[src/include/term_decode_pkg.sv]
/*
 * Shared constants for the input terminal command decoder: assignment codes,
 * terminal indices, direction encodings, alarm codes and the alarm reset minimum width.
 * Assumes a single 100 MHz system clock.
 */
package term_decode_pkg;

    // Terminal map: seven multifunction inputs, then the two run terminals
    localparam int NUM_TERM       = 9;
    localparam int TERM_MI7       = 6;
    localparam int TERM_RUN_FWD   = 7;
    localparam int TERM_RUN_REV   = 8;

    // Assignment code layout
    localparam int          CODE_W        = 11;
    localparam logic [10:0] CODE_INV_OFS  = 11'h3e8;  // 1000 selects active-off
    localparam logic [10:0] CODE_DEFAULT  = 11'h064;  // No function

    // Function codes (active-on form)
    localparam logic [10:0] FN_COAST_STOP       = 11'h007;
    localparam logic [10:0] FN_ALARM_RESET      = 11'h008;
    localparam logic [10:0] FN_EXTERNAL_TRIP    = 11'h009;
    localparam logic [10:0] FN_PID_CANCEL       = 11'h014;
    localparam logic [10:0] FN_DIRECTION_INVERT = 11'h015;
    localparam logic [10:0] FN_UNIVERSAL_DI     = 11'h019;
    localparam logic [10:0] FN_FORCED_STOP      = 11'h01e;
    localparam logic [10:0] FN_PID_RESET        = 11'h021;
    localparam logic [10:0] FN_PID_HOLD         = 11'h022;
    localparam logic [10:0] FN_LOCAL_KEYPAD     = 11'h023;
    localparam logic [10:0] FN_MOTOR_SET3       = 11'h024;
    localparam logic [10:0] FN_MOTOR_SET4       = 11'h025;
    localparam logic [10:0] FN_CONDENSATION     = 11'h027;
    localparam logic [10:0] FN_PULSE_TRAIN_IN   = 11'h030;
    localparam logic [10:0] FN_PULSE_TRAIN_SIGN = 11'h031;
    localparam logic [10:0] FN_JOG_FORWARD      = 11'h034;
    localparam logic [10:0] FN_JOG_REVERSE      = 11'h035;
    localparam logic [10:0] FN_DROOP            = 11'h04c;
    localparam logic [10:0] FN_TIMER_CANCEL     = 11'h050;
    localparam logic [10:0] FN_TIMER_CLEAR      = 11'h051;
    localparam logic [10:0] FN_RUN_FORWARD      = 11'h062;
    localparam logic [10:0] FN_RUN_REVERSE      = 11'h063;
    localparam logic [10:0] FN_NO_FUNCTION      = 11'h064;

    // Process controller modes and direction settings
    localparam logic [1:0] PID_MODE_NORMAL  = 2'h1;
    localparam logic [1:0] PID_MODE_REVERSE = 2'h2;
    localparam logic       DIR_FORWARD      = 1'h0;

    // Alarm codes shown on the display
    localparam logic [3:0] ALARM_NONE          = 4'h0;
    localparam logic [3:0] ALARM_EXTERNAL_TRIP = 4'h1;
    localparam logic [3:0] ALARM_FORCED_STOP   = 4'h2;

    // Alarm reset minimum width: 10 ms at 100 MHz
    localparam int CLK_HZ            = 100_000_000;
    localparam int RESET_MIN_MS      = 10;
    localparam int RESET_MIN_CYCLES  = CLK_HZ / 1000 * RESET_MIN_MS;

endpackage : term_decode_pkg

[src/include/term_sync_if.sv]
/*
 * Carrier between the decoder top and its pin synchroniser.
 * Assumes both ends share ref_clk.
 */
`timescale 1ns/1ns
interface term_sync_if;
    import term_decode_pkg::*;
    logic [NUM_TERM-1:0] raw;      // Asynchronous pin levels
    logic [NUM_TERM-1:0] level;    // Filtered synchronous levels

    modport sync (input raw, output level);
    modport user (output raw, input level);
endinterface : term_sync_if

[src/logic/term_sync.sv]
/*
 * Three-stage synchroniser for the terminal pins. A level changes only when
 * the second and third stages agree.
 * Assumes pins are asynchronous to ref_clk.
 */
`timescale 1ns/1ns
module term_sync
    import term_decode_pkg::*;
(
    // Clock and control
    input  wire logic ref_clk,
    input  wire logic sys_rst,
    input  wire logic clk_en,
    // Pin side and synchronous side
    term_sync_if.sync port
);

    typedef struct packed {
        logic [NUM_TERM-1:0] s1;
        logic [NUM_TERM-1:0] s2;
        logic [NUM_TERM-1:0] s3;
        logic [NUM_TERM-1:0] level;
    } sync_state_t;

    sync_state_t state;
    sync_state_t next_state;

    // Shift chain; first stage feeds only the second
    always_comb
    begin
        next_state    = state;
        next_state.s1 = port.raw;
        next_state.s2 = state.s1;
        next_state.s3 = state.s2;
        for (int i = 0; i < NUM_TERM; i++)
        begin
            if (state.s2[i] == state.s3[i])
            begin
                next_state.level[i] = state.s3[i];
            end
        end
    end

    // Register the whole state
    always_ff @(posedge ref_clk)
    begin
        if (sys_rst)
        begin
            state <= '0;
        end
        else if (clk_en)
        begin
            state <= next_state;
        end
    end

    assign port.level = state.level;

endmodule : term_sync

[src/logic/term_decoder.sv]
/*
 * Input terminal command decoder for a motor drive: maps per-terminal
 * assignment codes plus synchronised pin levels onto internal commands,
 * and keeps the latched trip and alarm state.
 * Assumes codes come from configuration logic and stay stable in use.
 */
// Function
// - Terminals default to positive logic; alternate code gives inverted logic.
// - Code and code plus 1000 are one function, opposite polarity.
// - Integral hold freezes the controller integral term while asserted.
// - Codes 35, 36, 37 select keypad, motor set 3, motor set 4.
// - Pulse-train input only on input seven; sign on any other input.
// - Run forward and reverse codes accepted only on run terminals.
// - Code 100 means no function; terminal state ignored.
// - Functions lacking an inverted code reject active-off assignment.
// - External trip: code 9 trips when off, 1009 when on.
// - Coast stop cuts output at once, raising no alarm.
// - Reset on clears alarm output; release clears display and hold.
// - External trip cuts output, shows its alarm code, asserts alarm; code acts on it only in ALM_IDLE.
// - External trip is latched until an alarm reset.
// - PID cancel bypasses controller, manual reference used instead.
// - Without PID, invert applies only to analog sources of command 1.
// - Analog direction equals direction setting xor invert input.
// - PID mode 1 normal, mode 2 reverse; invert flips either.
// - With PID cancelled and no analog source, direction follows manual setting only.
// - Universal digital input is monitored only, no drive effect.
// - Forced stop off decelerates with its own time, then alarms.
// - PID reset clears integral and differential components.
// - Codes 76, 80, 81 select droop, timer cancel, timer clear.
`timescale 1ns/1ns
module term_decoder
    import term_decode_pkg::*;
(
    // Clock, reset, enable
    input  wire logic                          ref_clk,
    input  wire logic                          sys_rst,
    input  wire logic                          clk_en,
    // Terminal pins and their assignment codes
    input  wire logic [NUM_TERM-1:0]           term_pin,
    input  wire logic [NUM_TERM*CODE_W-1:0]    term_code,
    // Drive configuration and status
    input  wire logic                          dir_setting,
    input  wire logic [1:0]                    pid_mode,
    input  wire logic                          analog_ref_sel,
    input  wire logic                          motor_stopped,
    // Output stage and alarm
    output logic                               output_cut,
    output logic                               forced_decel,
    output logic                               general_alarm_out,
    output logic [3:0]                         alarm_code,
    // Process controller commands
    output logic                               pid_active,
    output logic                               pid_integral_hold,
    output logic                               pid_component_reset,
    output logic                               final_reverse,
    // Other decoded commands
    output logic                               local_keypad_select,
    output logic                               motor_set3_select,
    output logic                               motor_set4_select,
    output logic                               condensation_prevent,
    output logic                               pulse_train_in,
    output logic                               pulse_train_sign,
    output logic                               jog_forward,
    output logic                               jog_reverse,
    output logic                               droop_control,
    output logic                               logic_timer_cancel,
    output logic                               logic_timer_clear_all,
    output logic                               run_forward_cmd,
    output logic                               run_reverse_cmd,
    output logic [NUM_TERM-1:0]                universal_digital_in,
    output logic [NUM_TERM-1:0]                code_rejected
);

    // ************************************************************
    // Pin synchronisation
    // ************************************************************

    term_sync_if sync_bus ();
    assign sync_bus.raw = term_pin;

    // Three-stage filter so no raw pin reaches decoding
    term_sync u_sync
    (
        .ref_clk (ref_clk),
        .sys_rst (sys_rst),
        .clk_en  (clk_en),
        .port    (sync_bus.sync)
    );

    // ************************************************************
    // Function decoding
    // ************************************************************

    typedef enum logic [2:0]
    {
        ALM_IDLE  = 3'h1,
        ALM_HELD  = 3'h2,
        ALM_CLEAR = 3'h4
    } alarm_fsm_t;

    typedef struct packed {
        logic [NUM_TERM-1:0] udi;
        logic                trip_latched;
        logic                fstop_latched;
        logic                alarm_out;
        logic [3:0]          code;
        alarm_fsm_t          fsm;
        logic [26:0]         cmds;
    } dec_state_t;

    // Command bits in the cmds vector
    localparam int C_COAST = 0;
    localparam int C_RESET = 1;
    localparam int C_TRIP  = 2;
    localparam int C_PIDC  = 3;
    localparam int C_INV   = 4;
    localparam int C_FSTOP = 5;
    localparam int C_PRST  = 6;
    localparam int C_HOLD  = 7;
    localparam int C_LOC   = 8;
    localparam int C_M3    = 9;
    localparam int C_M4    = 10;
    localparam int C_DWP   = 11;
    localparam int C_PIN   = 12;
    localparam int C_SIGN  = 13;
    localparam int C_FJOG  = 14;
    localparam int C_RJOG  = 15;
    localparam int C_DROOP = 16;
    localparam int C_CLC   = 17;
    localparam int C_CLTC  = 18;
    localparam int C_FWD   = 19;
    localparam int C_REV   = 20;

    dec_state_t            state;
    dec_state_t            next_state;
    logic [26:0]           cmd;
    logic [NUM_TERM-1:0]   udi;
    logic [NUM_TERM-1:0]   rejected;

    // Is a function allowed with active-off polarity
    function automatic logic has_inverse(input logic [10:0] fn);
        has_inverse = !(fn == FN_CONDENSATION || fn == FN_PULSE_TRAIN_IN
                        || fn == FN_JOG_FORWARD || fn == FN_JOG_REVERSE
                        || fn == FN_RUN_FORWARD || fn == FN_RUN_REVERSE
                        || fn == FN_NO_FUNCTION);
    endfunction : has_inverse

    // Map each terminal onto command bits; invalid assignments contribute nothing
    always_comb
    begin
        logic [10:0] c;
        logic [10:0] fn;
        logic        inv;
        logic        act;
        logic        ok;
        c        = '0;
        fn       = '0;
        inv      = 1'b0;
        act      = 1'b0;
        ok       = 1'b0;
        cmd      = '0;
        udi      = '0;
        rejected = '0;
        for (int t = 0; t < NUM_TERM; t++)
        begin
            c   = term_code[t*CODE_W +: CODE_W];
            inv = (c >= CODE_INV_OFS);
            fn  = inv ? c - CODE_INV_OFS : c;
            act = sync_bus.level[t] ^ inv;
            ok  = !inv || has_inverse(fn);
            // Pulse input only on input seven, sign anywhere else
            if (fn == FN_PULSE_TRAIN_IN && t != TERM_MI7)
            begin
                ok = 1'b0;
            end
            else if (fn == FN_PULSE_TRAIN_SIGN && t == TERM_MI7)
            begin
                ok = 1'b0;
            end
            else if ((fn == FN_RUN_FORWARD || fn == FN_RUN_REVERSE)
                     && t != TERM_RUN_FWD && t != TERM_RUN_REV)
            begin
                ok = 1'b0;
            end
            rejected[t] = !ok;
            if (ok)
            begin
                if (fn == FN_COAST_STOP)            cmd[C_COAST] |= act;
                else if (fn == FN_ALARM_RESET)      cmd[C_RESET] |= act;
                else if (fn == FN_EXTERNAL_TRIP)    cmd[C_TRIP]  |= !act;  // Trips when off by default
                else if (fn == FN_PID_CANCEL)       cmd[C_PIDC]  |= act;
                else if (fn == FN_DIRECTION_INVERT) cmd[C_INV]   |= act;
                else if (fn == FN_UNIVERSAL_DI)     udi[t]        = act;   // Monitor only
                else if (fn == FN_FORCED_STOP)      cmd[C_FSTOP] |= !act;  // Fail-safe: stop when off
                else if (fn == FN_PID_RESET)        cmd[C_PRST]  |= act;
                else if (fn == FN_PID_HOLD)         cmd[C_HOLD]  |= act;
                else if (fn == FN_LOCAL_KEYPAD)     cmd[C_LOC]   |= act;
                else if (fn == FN_MOTOR_SET3)       cmd[C_M3]    |= act;
                else if (fn == FN_MOTOR_SET4)       cmd[C_M4]    |= act;
                else if (fn == FN_CONDENSATION)     cmd[C_DWP]   |= act;
                else if (fn == FN_PULSE_TRAIN_IN)   cmd[C_PIN]   |= act;
                else if (fn == FN_PULSE_TRAIN_SIGN) cmd[C_SIGN]  |= act;
                else if (fn == FN_JOG_FORWARD)      cmd[C_FJOG]  |= act;
                else if (fn == FN_JOG_REVERSE)      cmd[C_RJOG]  |= act;
                else if (fn == FN_DROOP)            cmd[C_DROOP] |= act;
                else if (fn == FN_TIMER_CANCEL)     cmd[C_CLC]   |= act;
                else if (fn == FN_TIMER_CLEAR)      cmd[C_CLTC]  |= act;
                else if (fn == FN_RUN_FORWARD)      cmd[C_FWD]   |= act;
                else if (fn == FN_RUN_REVERSE)      cmd[C_REV]   |= act;
                // Code 100 and unknown codes fall through untouched
            end
        end
    end

    // ************************************************************
    // Alarm and trip state
    // ************************************************************

    // Trip latch and alarm hold; a trip beats a forced stop in the same cycle
    always_comb
    begin
        next_state      = state;
        next_state.cmds = cmd;
        next_state.udi  = udi;
        case (state.fsm)
            ALM_IDLE:
            begin
                if (cmd[C_TRIP])
                begin
                    next_state.trip_latched = 1'b1;
                    next_state.alarm_out    = 1'b1;
                    next_state.code         = ALARM_EXTERNAL_TRIP;
                    next_state.fsm          = ALM_HELD;
                end
                else if (cmd[C_FSTOP] && motor_stopped)
                begin
                    next_state.fstop_latched = 1'b1;
                    next_state.alarm_out     = 1'b1;
                    next_state.code          = ALARM_FORCED_STOP;
                    next_state.fsm           = ALM_HELD;
                end
            end
            ALM_HELD:
            begin
                // Reset on drops the alarm relay only
                if (cmd[C_RESET])
                begin
                    next_state.alarm_out = 1'b0;
                    next_state.fsm       = ALM_CLEAR;
                end
            end
            ALM_CLEAR:
            begin
                // Release clears display and hold; trip stays latched till now
                if (!cmd[C_RESET])
                begin
                    next_state.trip_latched  = 1'b0;
                    next_state.fstop_latched = 1'b0;
                    next_state.code          = ALARM_NONE;
                    next_state.fsm           = ALM_IDLE;
                end
            end
            default:
            begin
                next_state.fsm = ALM_IDLE;
            end
        endcase
    end

    // Register the decoder state
    always_ff @(posedge ref_clk)
    begin
        if (sys_rst)
        begin
            state     <= '0;
            state.fsm <= ALM_IDLE;
        end
        else if (clk_en)
        begin
            state <= next_state;
        end
    end

    // ************************************************************
    // Outputs
    // ************************************************************

    // Coast stop and trip cut output; forced stop ramps, so it does not cut
    assign output_cut           = state.cmds[C_COAST] | state.trip_latched;
    assign forced_decel         = state.cmds[C_FSTOP] & !state.fstop_latched;
    assign general_alarm_out    = state.alarm_out;
    assign alarm_code           = state.code;

    // Controller gating: cancel bypasses it; hold and reset pass through regardless of cancel
    assign pid_active           = !state.cmds[C_PIDC];
    assign pid_integral_hold    = state.cmds[C_HOLD];
    assign pid_component_reset  = state.cmds[C_PRST];

    // Direction: PID mode xor invert, manual analog xor invert, else setting
    assign final_reverse = pid_active
                         ? ((pid_mode == PID_MODE_REVERSE) ^ state.cmds[C_INV])
                         : (analog_ref_sel ? (dir_setting ^ state.cmds[C_INV])
                                           : (dir_setting != DIR_FORWARD));

    assign local_keypad_select   = state.cmds[C_LOC];
    assign motor_set3_select     = state.cmds[C_M3];
    assign motor_set4_select     = state.cmds[C_M4];
    assign condensation_prevent  = state.cmds[C_DWP];
    assign pulse_train_in        = state.cmds[C_PIN];
    assign pulse_train_sign      = state.cmds[C_SIGN];
    assign jog_forward           = state.cmds[C_FJOG];
    assign jog_reverse           = state.cmds[C_RJOG];
    assign droop_control         = state.cmds[C_DROOP];
    assign logic_timer_cancel    = state.cmds[C_CLC];
    assign logic_timer_clear_all = state.cmds[C_CLTC];
    assign run_forward_cmd       = state.cmds[C_FWD];
    assign run_reverse_cmd       = state.cmds[C_REV];
    assign universal_digital_in  = state.udi;
    assign code_rejected         = rejected;

    // ************************************************************
    // Checks
    // ************************************************************

    property p_trip_latch;
        @(posedge ref_clk) disable iff (sys_rst)
        clk_en && state.fsm == ALM_IDLE && cmd[C_TRIP] |=> state.trip_latched && general_alarm_out
                                                        && alarm_code == ALARM_EXTERNAL_TRIP;
    endproperty
    a_trip_latch: assert property (p_trip_latch) else $error("trip not latched");

    property p_trip_hold;
        @(posedge ref_clk) disable iff (sys_rst)
        state.trip_latched && state.fsm == ALM_HELD && !cmd[C_RESET] |=> state.trip_latched;
    endproperty
    a_trip_hold: assert property (p_trip_hold) else $error("trip lost without reset");

    property p_reset_on;
        @(posedge ref_clk) disable iff (sys_rst)
        clk_en && state.fsm == ALM_HELD && cmd[C_RESET] |=> !general_alarm_out && alarm_code != ALARM_NONE;
    endproperty
    a_reset_on: assert property (p_reset_on) else $error("reset on mishandled");

    property p_coast;
        @(posedge ref_clk) disable iff (sys_rst)
        state.cmds[C_COAST] && !state.trip_latched |-> output_cut && !general_alarm_out;
    endproperty
    a_coast: assert property (p_coast) else $error("coast stop wrong");

    property p_direction;
        @(posedge ref_clk) disable iff (sys_rst)
        !pid_active && !analog_ref_sel |-> final_reverse == dir_setting;
    endproperty
    a_direction: assert property (p_direction) else $error("manual direction wrong");

    property p_pid_dir;
        @(posedge ref_clk) disable iff (sys_rst)
        pid_active && pid_mode == PID_MODE_NORMAL |-> final_reverse == state.cmds[C_INV];
    endproperty
    a_pid_dir: assert property (p_pid_dir) else $error("pid direction wrong");

    // A filtered level may only take the pin value seen four enabled edges earlier
    property p_sync_delay;
        @(posedge ref_clk) disable iff (sys_rst)
        clk_en && $past(clk_en) && $past(clk_en, 2) && $past(clk_en, 3) && $past(clk_en, 4)
        |-> ((sync_bus.level ^ $past(sync_bus.level)) & (sync_bus.level ^ $past(term_pin, 4))) == '0;
    endproperty
    a_sync_delay: assert property (p_sync_delay) else $error("sync path broken");

    property p_fstop_alarm;
        @(posedge ref_clk) disable iff (sys_rst)
        clk_en && state.fsm == ALM_IDLE && !cmd[C_TRIP] && cmd[C_FSTOP] && motor_stopped
        |=> alarm_code == ALARM_FORCED_STOP;
    endproperty
    a_fstop_alarm: assert property (p_fstop_alarm) else $error("forced stop alarm missing");

    c_trip:  cover property (@(posedge ref_clk) state.trip_latched);
    c_reset: cover property (@(posedge ref_clk) state.fsm == ALM_CLEAR ##1 state.fsm == ALM_IDLE);
    c_fstop: cover property (@(posedge ref_clk) alarm_code == ALARM_FORCED_STOP);

endmodule : term_decoder

[config.mk]
export PLATFORM = sky130hd
export DESIGN_NAME = term_decoder
export DESIGN_NICKNAME = d
export VERILOG_FILES = /design/src/include/term_decode_pkg.sv /design/src/include/term_sync_if.sv /design/src/logic/term_sync.sv /design/src/logic/term_decoder.sv
export SDC_FILE = /design/constraint.sdc
export NUM_CORES = 1
export LEC_CHECK = 0
export ABC_AREA = 0
export BUFFER_PORTS_ARGS = -buffer_cell sky130_fd_sc_hd__buf_4
export CAP_MARGIN = 20
export CORE_MARGIN = 10
export CORE_UTILIZATION = 60
export CTS_CLUSTER_DIAMETER = 120
export CTS_CLUSTER_SIZE = 8
export DETAILED_ROUTE_END_ITERATION = 10
export PLACE_DENSITY_LB_ADDON = 0.12
export SLEW_MARGIN = 20
export SYNTH_ARGS = -nofsm -noshare
export SYNTH_HDL_FRONTEND = slang
export SYNTH_SLANG_ARGS = --single-unit
[constraint.sdc]
create_clock -name ref_clk -period 3.5 [get_ports ref_clk]
set_input_delay 0.35 -clock ref_clk [delete_from_list [all_inputs] [get_ports ref_clk]]
set_output_delay 0.35 -clock ref_clk [all_outputs]
set_load 0.02 [all_outputs]
# Word level (Yosys, flattened, before mapping)
# Index checks and enable logic that the tools add are counted.
[word_totals] wordCells=1058 regBits=76
[classes] n_mux=489 order_cmp=9 n_eq_ne=226 n_addsub=9 bitwise_logic=181 n_reduce_logical=125
[ops] cell="$eq A11 B6 Y1 const B" count=90
[ops] cell="$eq A11 B7 Y1 const B" count=54
[ops] cell="$eq A11 B5 Y1 const B" count=36
[ops] cell="$mux W16" count=18
[ops] cell="$mux W1" count=282
[ops] cell="$eq A11 B4 Y1 const B" count=18
[ops] cell="$mux W11" count=18
[ops] cell="$mux W21" count=9
[ops] cell="$mux W20" count=9
[ops] cell="$mux W19" count=9
[ops] cell="$or A1 B1 Y1" count=169
[ops] cell="$mux W18" count=9
[ops] cell="$mux W17" count=9
[ops] cell="$mux W15" count=9
[ops] cell="$mux W14" count=9
[ops] cell="$mux W13" count=9
[ops] cell="$mux W12" count=9
[ops] cell="$eq A11 B3 Y1 const B" count=9
[ops] cell="$ge A11 B10 Y1 const B" count=9
[ops] cell="$sub A11 B10 Y11 const B" count=9
[ops] cell="$mux W10" count=9
[ops] cell="$mux W9" count=10
[ops] cell="$mux W8" count=10
[ops] cell="$logic_or A1 B1 Y1" count=70
[ops] cell="other kinds (25)" count=147

# Longest topological paths before layout
[logic_depth] depth_word=222 mapped_depth=14

# Modules after synthesis
# A second synthesis with hierarchy kept.
[hier_totals] cells_unflattened=1568 area_unflattened_um2=11049.3
[by_module_without_submodules] module="term_decoder" seq_area_each_um2=720.7 cells_each=1414 area_each_um2=9475.3 instances=1
[by_module_without_submodules] module="term_sync" seq_area_each_um2=720.7 cells_each=154 area_each_um2=1574.0 instances=1

# Least setup slack after synthesis
# Ideal clock, no wire load.
[synth_timing] path_type="input port to flip-flop" startpoint="input port term_code[48]" endpoint="register state (netlist bit jog_forward)" path_slack_ns=0.265 required_ns=3.366 path_buffers=2 path_stages=13 arrival_ns=3.101 path_cell_list="clkbuf_1 inv_1 ha_1 buf_2 clkinv_1 a31oi_4 mux2i_1 nand3_1 o2bb2ai_1 a22oi_1 o21ai_0 o32a_1 a311oi_1"
[synth_between] elab_chain_len=92
[synth_lines] item="start: declaration" line_no="term_decoder.sv:40" text="input wire logic [NUM_TERM*CODE_W-1:0] term_code,"
[synth_lines] item="$sub A11 B10 Y11 / $ge A11 B10 Y1 (equally long branches)" line_no="term_decoder.sv:168, term_decoder.sv:167"
[synth_lines] item="$mux W11 / $xor A1 B1 Y1 (equally long branches)" line_no="term_decoder.sv:168, term_decoder.sv:169"
[synth_lines] item="$eq A11 B6 Y1 / $or A1 B1 Y1 (equally long branches)" line_no="term_decoder.sv:143, term_decoder.sv:203"
[synth_lines] item="$mux W1" line_no="term_decoder.sv:203" text="else if (fn == FN_JOG_FORWARD) cmd[C_FJOG] |= act;"
[synth_lines] item="$mux W7" line_no="term_decoder.sv:202" text="else if (fn == FN_PULSE_TRAIN_SIGN) cmd[C_SIGN] |= act;"
[synth_lines] item="$mux W8" line_no="term_decoder.sv:201" text="else if (fn == FN_PULSE_TRAIN_IN) cmd[C_PIN] |= act;"
[synth_lines] item="$mux W9" line_no="term_decoder.sv:200" text="else if (fn == FN_CONDENSATION) cmd[C_DWP] |= act;"
[synth_lines] item="$mux W10" line_no="term_decoder.sv:199" text="else if (fn == FN_MOTOR_SET4) cmd[C_M4] |= act;"
[synth_lines] item="[76 not listed]"
[synth_lines] item="$mux W15" line_no="term_decoder.sv:194" text="else if (fn == FN_FORCED_STOP) cmd[C_FSTOP] |= !act;"
[synth_lines] item="$mux W16" line_no="term_decoder.sv:193" text="else if (fn == FN_UNIVERSAL_DI) udi[t] = act;"
[synth_lines] item="$mux W16" line_no="term_decoder.sv:192" text="else if (fn == FN_DIRECTION_INVERT) cmd[C_INV] |= act;"
[synth_lines] item="$mux W17" line_no="term_decoder.sv:191" text="else if (fn == FN_PID_CANCEL) cmd[C_PIDC] |= act;"
[synth_lines] item="$mux W18" line_no="term_decoder.sv:190" text="else if (fn == FN_EXTERNAL_TRIP) cmd[C_TRIP] |= !act;"
[synth_lines] item="$mux W19" line_no="term_decoder.sv:189" text="else if (fn == FN_ALARM_RESET) cmd[C_RESET] |= act;"
[synth_lines] item="$mux W20" line_no="term_decoder.sv:188" text="if (fn == FN_COAST_STOP) cmd[C_COAST] |= act;"
[synth_lines] item="$mux W21 *" line_no="term_decoder.sv:186" text="if (ok)"
[synth_lines] item="end signal: assignment" line_no="term_decoder.sv:280" text="state <= next_state;"
[synth_lines] item="end: declaration" line_no="term_decoder.sv:134" text="dec_state_t state;"
# Mark *: on every way between the ends. The rest lies on a longest branch, timed or not.
# A chain may end at the register's enable or synchronous reset.

# Final worst setup path
[layout_timing] startpoint="input port term_code[91]" endpoint="output port code_rejected[8]"
[layout_between] elab_chain_len=13
[layout_lines] item="$sub A11 B10 Y11 / $ge A11 B10 Y1 (equally long branches)" line_no="term_decoder.sv:168, term_decoder.sv:167"
[layout_lines] item="$mux W11" line_no="term_decoder.sv:168" text="fn = inv ? c - CODE_INV_OFS : c;"
[layout_lines] item="$eq A11 B6 Y1, on equally long branches" line_no="term_decoder.sv:142, term_decoder.sv:172"
[layout_lines] item="$logic_or A1 B1 Y1" line_no="term_decoder.sv:142" text="has_inverse = !(fn == FN_CONDENSATION || fn == FN_PULSE_TRAIN_IN"
[layout_lines] item="$logic_or A1 B1 Y1 (2 in a row)" line_no="term_decoder.sv:143" text="|| fn == FN_JOG_FORWARD || fn == FN_JOG_REVERSE"
[layout_lines] item="$logic_or A1 B1 Y1 (2 in a row)" line_no="term_decoder.sv:144" text="|| fn == FN_RUN_FORWARD || fn == FN_RUN_REVERSE"
[layout_lines] item="$logic_or A1 B1 Y1" line_no="term_decoder.sv:145" text="|| fn == FN_NO_FUNCTION);"
[layout_lines] item="$logic_not A1 Y1" line_no="term_decoder.sv:142"
[layout_lines] item="$logic_or A1 B1 Y1" line_no="term_decoder.sv:170" text="ok = !inv || has_inverse(fn);"
[layout_lines] item="$mux W1 *" line_no="term_decoder.sv:172" text="if (fn == FN_PULSE_TRAIN_IN && t != TERM_MI7)"
[layout_lines] item="$logic_not A1 Y1 *" line_no="term_decoder.sv:185" text="rejected[t] = !ok;"
[layout_lines] item="end: declaration" line_no="term_decoder.sv:71" text="output logic [NUM_TERM-1:0] code_rejected"
# Marks and branches as above.

==> impl_metrics.py <==
metrics = {
    "clocking": {
        "clk_pin_slew_ns": 0.07,
        "hold_buffers": 0,
        "cts_buffers": 9,
        "postCtsSetupBuffers": 0,
        "cts_resized": 0,
        "cts_tree": "built",
        "cts_buffer_depth": 2,
        "h-tree-depth": 3,
        "cts_sinks": 72,
        "root_buffer": "clkbuf_16",
        "clk_latency_ns": 0.34,
    },
    "worst_setup_path": {
        "r2r_cells": 9,
        "start_kind": "input port",
        "reg2reg_to": "alarm_code[1]$_SDFFE_PP0P_",
        "critPathCaptureType": "output port",
        "r2r_slack_ns": 0.66,
        "crit_family": "compound AO/OA/AOI/OAI gates",
        "max_stage_delay_ns": 0.35,
        "path_common_cell": "buf_4",
        "worstPathArrival_ns": 3.01,
        "crit_buf_inv": 4,
        "required_ns": 3.15,
        "cp_cell_sequence": "buf_4 -> inv_1 -> ha_1 -> and4b_1 -> a21oi_2 -> mux2i_1 -> nor3_1 -> a311oi_1 -> buf_4 -> o22ai_2 -> or2_2 -> buf_4",
        "path_class": "input port to output port",
        "timing.rr.start": "u_sync.port.level[1]$_SDFFE_PP0P_",
        "critPathSlowestCell": "or2_2",
        "crit_fanout": 9,
    },
    "placed_design": {
        "port_buffers": 155,
        "gp_congestion": 1.071,
        "preCtsSetupSlack_ns": -0.06047,
        "hpwl_mm": 35.69,
    },
    "finish": {
        "ff_latch_area_sq_um": 1441,
        "finalNetCount": 1922,
        "insertedDiodeCount": 0,
        "post-route-util_pct": 74.16,
        "drive_gt1_share_pct": 20.92,
        "layout_common_cells": "buf_4, nor2_1, nand2_1",
        "multi_input_area_sq_um": 9017,
        "layout_commonest_cell": "buf_4",
        "syn2layout_area_growth_pct": 20.58,
        "n_fill_cell": 1443,
    },
    "synthesis": {
        "synth_cell_type_count": 109,
        "synth.top_cell.area_share_pct": 12.91,
        "synth_top_cells_by_area": "dfxtp_1, nor2_1, nand2_1",
        "synth-seq-cells": 72,
        "synth_sequential_area_ratio_pct": 12.91,
        "avgSynthCellArea_sq_um": 6.915,
        "synth_edf_count": 0,
        "synthCells": 1614,
        "synth_ff_type": "dfxtp_1",
        "yosys_warnings": 0,
        "async_flop_share_pct": 0,
        "synth_top_cell_by_area": "dfxtp_1",
        "syn-cell-area_sq_um": 11160,
    },
    "sta": {
        "worst_pin_slew_ns": 0.7375,
        "fin_setup_tns_ns": 0,
        "setup_slack_ns": 0.1447,
        "finalSetupViolCount": 0,
        "hold_viol": 0,
        "hold_ws_ns": 0.2420,
        "rsz0062_at_grt": "no",
        "finalMaxSlewViolations": 0,
        "finClkSkew_ns": 0.01194,
        "fmax_mhz": 298.0,
        "min_period_ns": 3.355,
        "relSlewSlack_pct": 50.48,
        "finalCritPeriodShare_pct": 95.87,
    },
    "route": {
        "vias": 14583,
        "drt_wl_total_mm": 45.16,
        "drt-pass1-iter-count": 6,
        "drt-initial-drc-count": 2091,
        "drc": 0,
        "drtAntennaViolNets": 0,
        "wire_per_inst_um": 22.23,
        "via_per_inst": 7.180,
    },
    "floorplan": {
        "rows": 49,
        "core_sq_um": 18150,
        "dieArea_sq_um": 24460,
        "die_h_um": 156.4,
        "io_pins": 158,
        "die_x_um": 156.4,
        "start_util_pct": 61.50,
    },
    "min_path": {
        "hold_end": "u_sync.next_state[24]$_SDFFE_PP0P_",
        "worstHoldStart": "term_pin[6]",
        "hold_path.class": "input port to flop",
        "min_path_cells": 3,
    },
    "power_and_ir_drop": {
        "p_switching_mw": 1.185,
        "internal_power_mw": 2.025,
        "power.share.clock_pct": 34.8,
        "p_seq_share_pct": 26.8,
        "switching_share_pct": 36.93,
        "combPwrFrac_pct": 38.4,
        "leakage_nw": 5.111,
        "power_mw": 3.210,
        "powerDensity_nw_per_um2": 238.5,
        "peakVddDrop_uv": 222.4,
    },
    "flow_run": {
        "max_cap_viol_count": 0,
    },
    "global_route": {
        "track_usage_pct": 34.97,
        "grt_pass1_wl_mm": 71.48,
        "antenna_found_initial": 0,
        "overflow": 0,
        "grt_max_degree": 68,
        "grt_pass1_vias": 13511,
    },
    "status": {
        "outcome": "complete, no violations",
    },
}
-- flip-flops by register name (all words and copies together), names as in the netlist, 2 cells and up --
register              count
u_sync.port.level         9
universal_digital_in      9
alarm_code                2
u_sync.state              9
u_sync.next_state        18
state                     9
-- cell usage after synthesis (all sizes together) (21+ instances only) --
cell	count
nor2	166
nand2	144
a21oi	72
dfxtp	72
nor3	69
clkbuf	67
nand3	63
inv	57
o21ai	57
nand4	55
buf	46
mux2i	42
nand2b	40
nor2b	38
nor4	36
a211oi	33
o211ai	31
or3	28
a31oi	25
or4	24
or2	23
and2	21
-- stage by stage --
stage / cell area [sq um] / instances
final: 13460 / 2031
after global routing: 13460 / 2031
after CTS: 13420 / 2031
after detailed placement: 13070 / 2015
after global placement: 13070 / 2015
after floorplan: 11160 / 1615
-- routing by layer --
metal	global-route usage (%)	wire length, um	up-vias	part of all wire (%)
met1	44.27	17650	6694	39
met2	55.86	19980	1075	44
met5	0	0	-	0
met4	15.82	2349	0	5.2
met3	7.401	5172	180	11
li1	-	-	6634	-
-- logic make-up (layout without fill, tap and decap cells) --
group                      Yosys count  after routing  share of synthesized area [%]
DFF                                 72             72                          12.91
adders and majority gates            9              9                          1.009
xor gates and xnor gates            22             22                          1.794
AOI/OAI and AO/OA                  482            482                          33.63
and+or+nand+nor                    808            808                          39.48
other                                1              2                        0.03360
buffers and inverters              171            358                          6.659
muxes                               49             49                          4.473
-- worst max path at each step --
stage	depth (start not counted)	from	slack [ns]	end
global placement	13	term_code[47]	0.008	state[0]$_SDFFE_PP0P_
finish	12	term_code[91]	0.14	code_rejected[8]
CTS	10	term_code[88]	0.12	code_rejected[8]
detailed placement	12	term_code[4]	-0.06	alarm_code[0]$_SDFFE_PP0P_
global route	11	term_code[3]	0.04	code_rejected[0]
floorplan	13	term_code[48]	0.27	jog_forward$_SDFFE_PP0P_
-- power by group through the flow --
stage | Combinational, mW | Clock (mW) | Sequential, mW
final | 1.23 | 1.12 | 0.861
after global routing | 1.32 | 1.15 | 0.862
after CTS | 1.19 | 1.11 | 0.859
after detailed placement | 1.18 | 0 | 0.877
after global placement | 1.16 | 0 | 0.877
after floorplan | 0.730 | 0 | 0.879
-- cell type report --
class | count | share of cell area, %
flip-flops and latches | 72 | 10.71
well taps | 229 | 2.129
repair buffers | 284 | 15.94
multi-input cells | 1372 | 67.00
clock buffers | 9 | 1.673
clock inverters | 7 | 0.9297
inverters | 58 | 1.618
-- tightest hold or removal path, cell delays in order --
cell,delay [ns]
buf_4,0.08
mux2i_1,0.05
nor2_1,0.07
No activity file was read; power rests on OpenSTA's default activity.
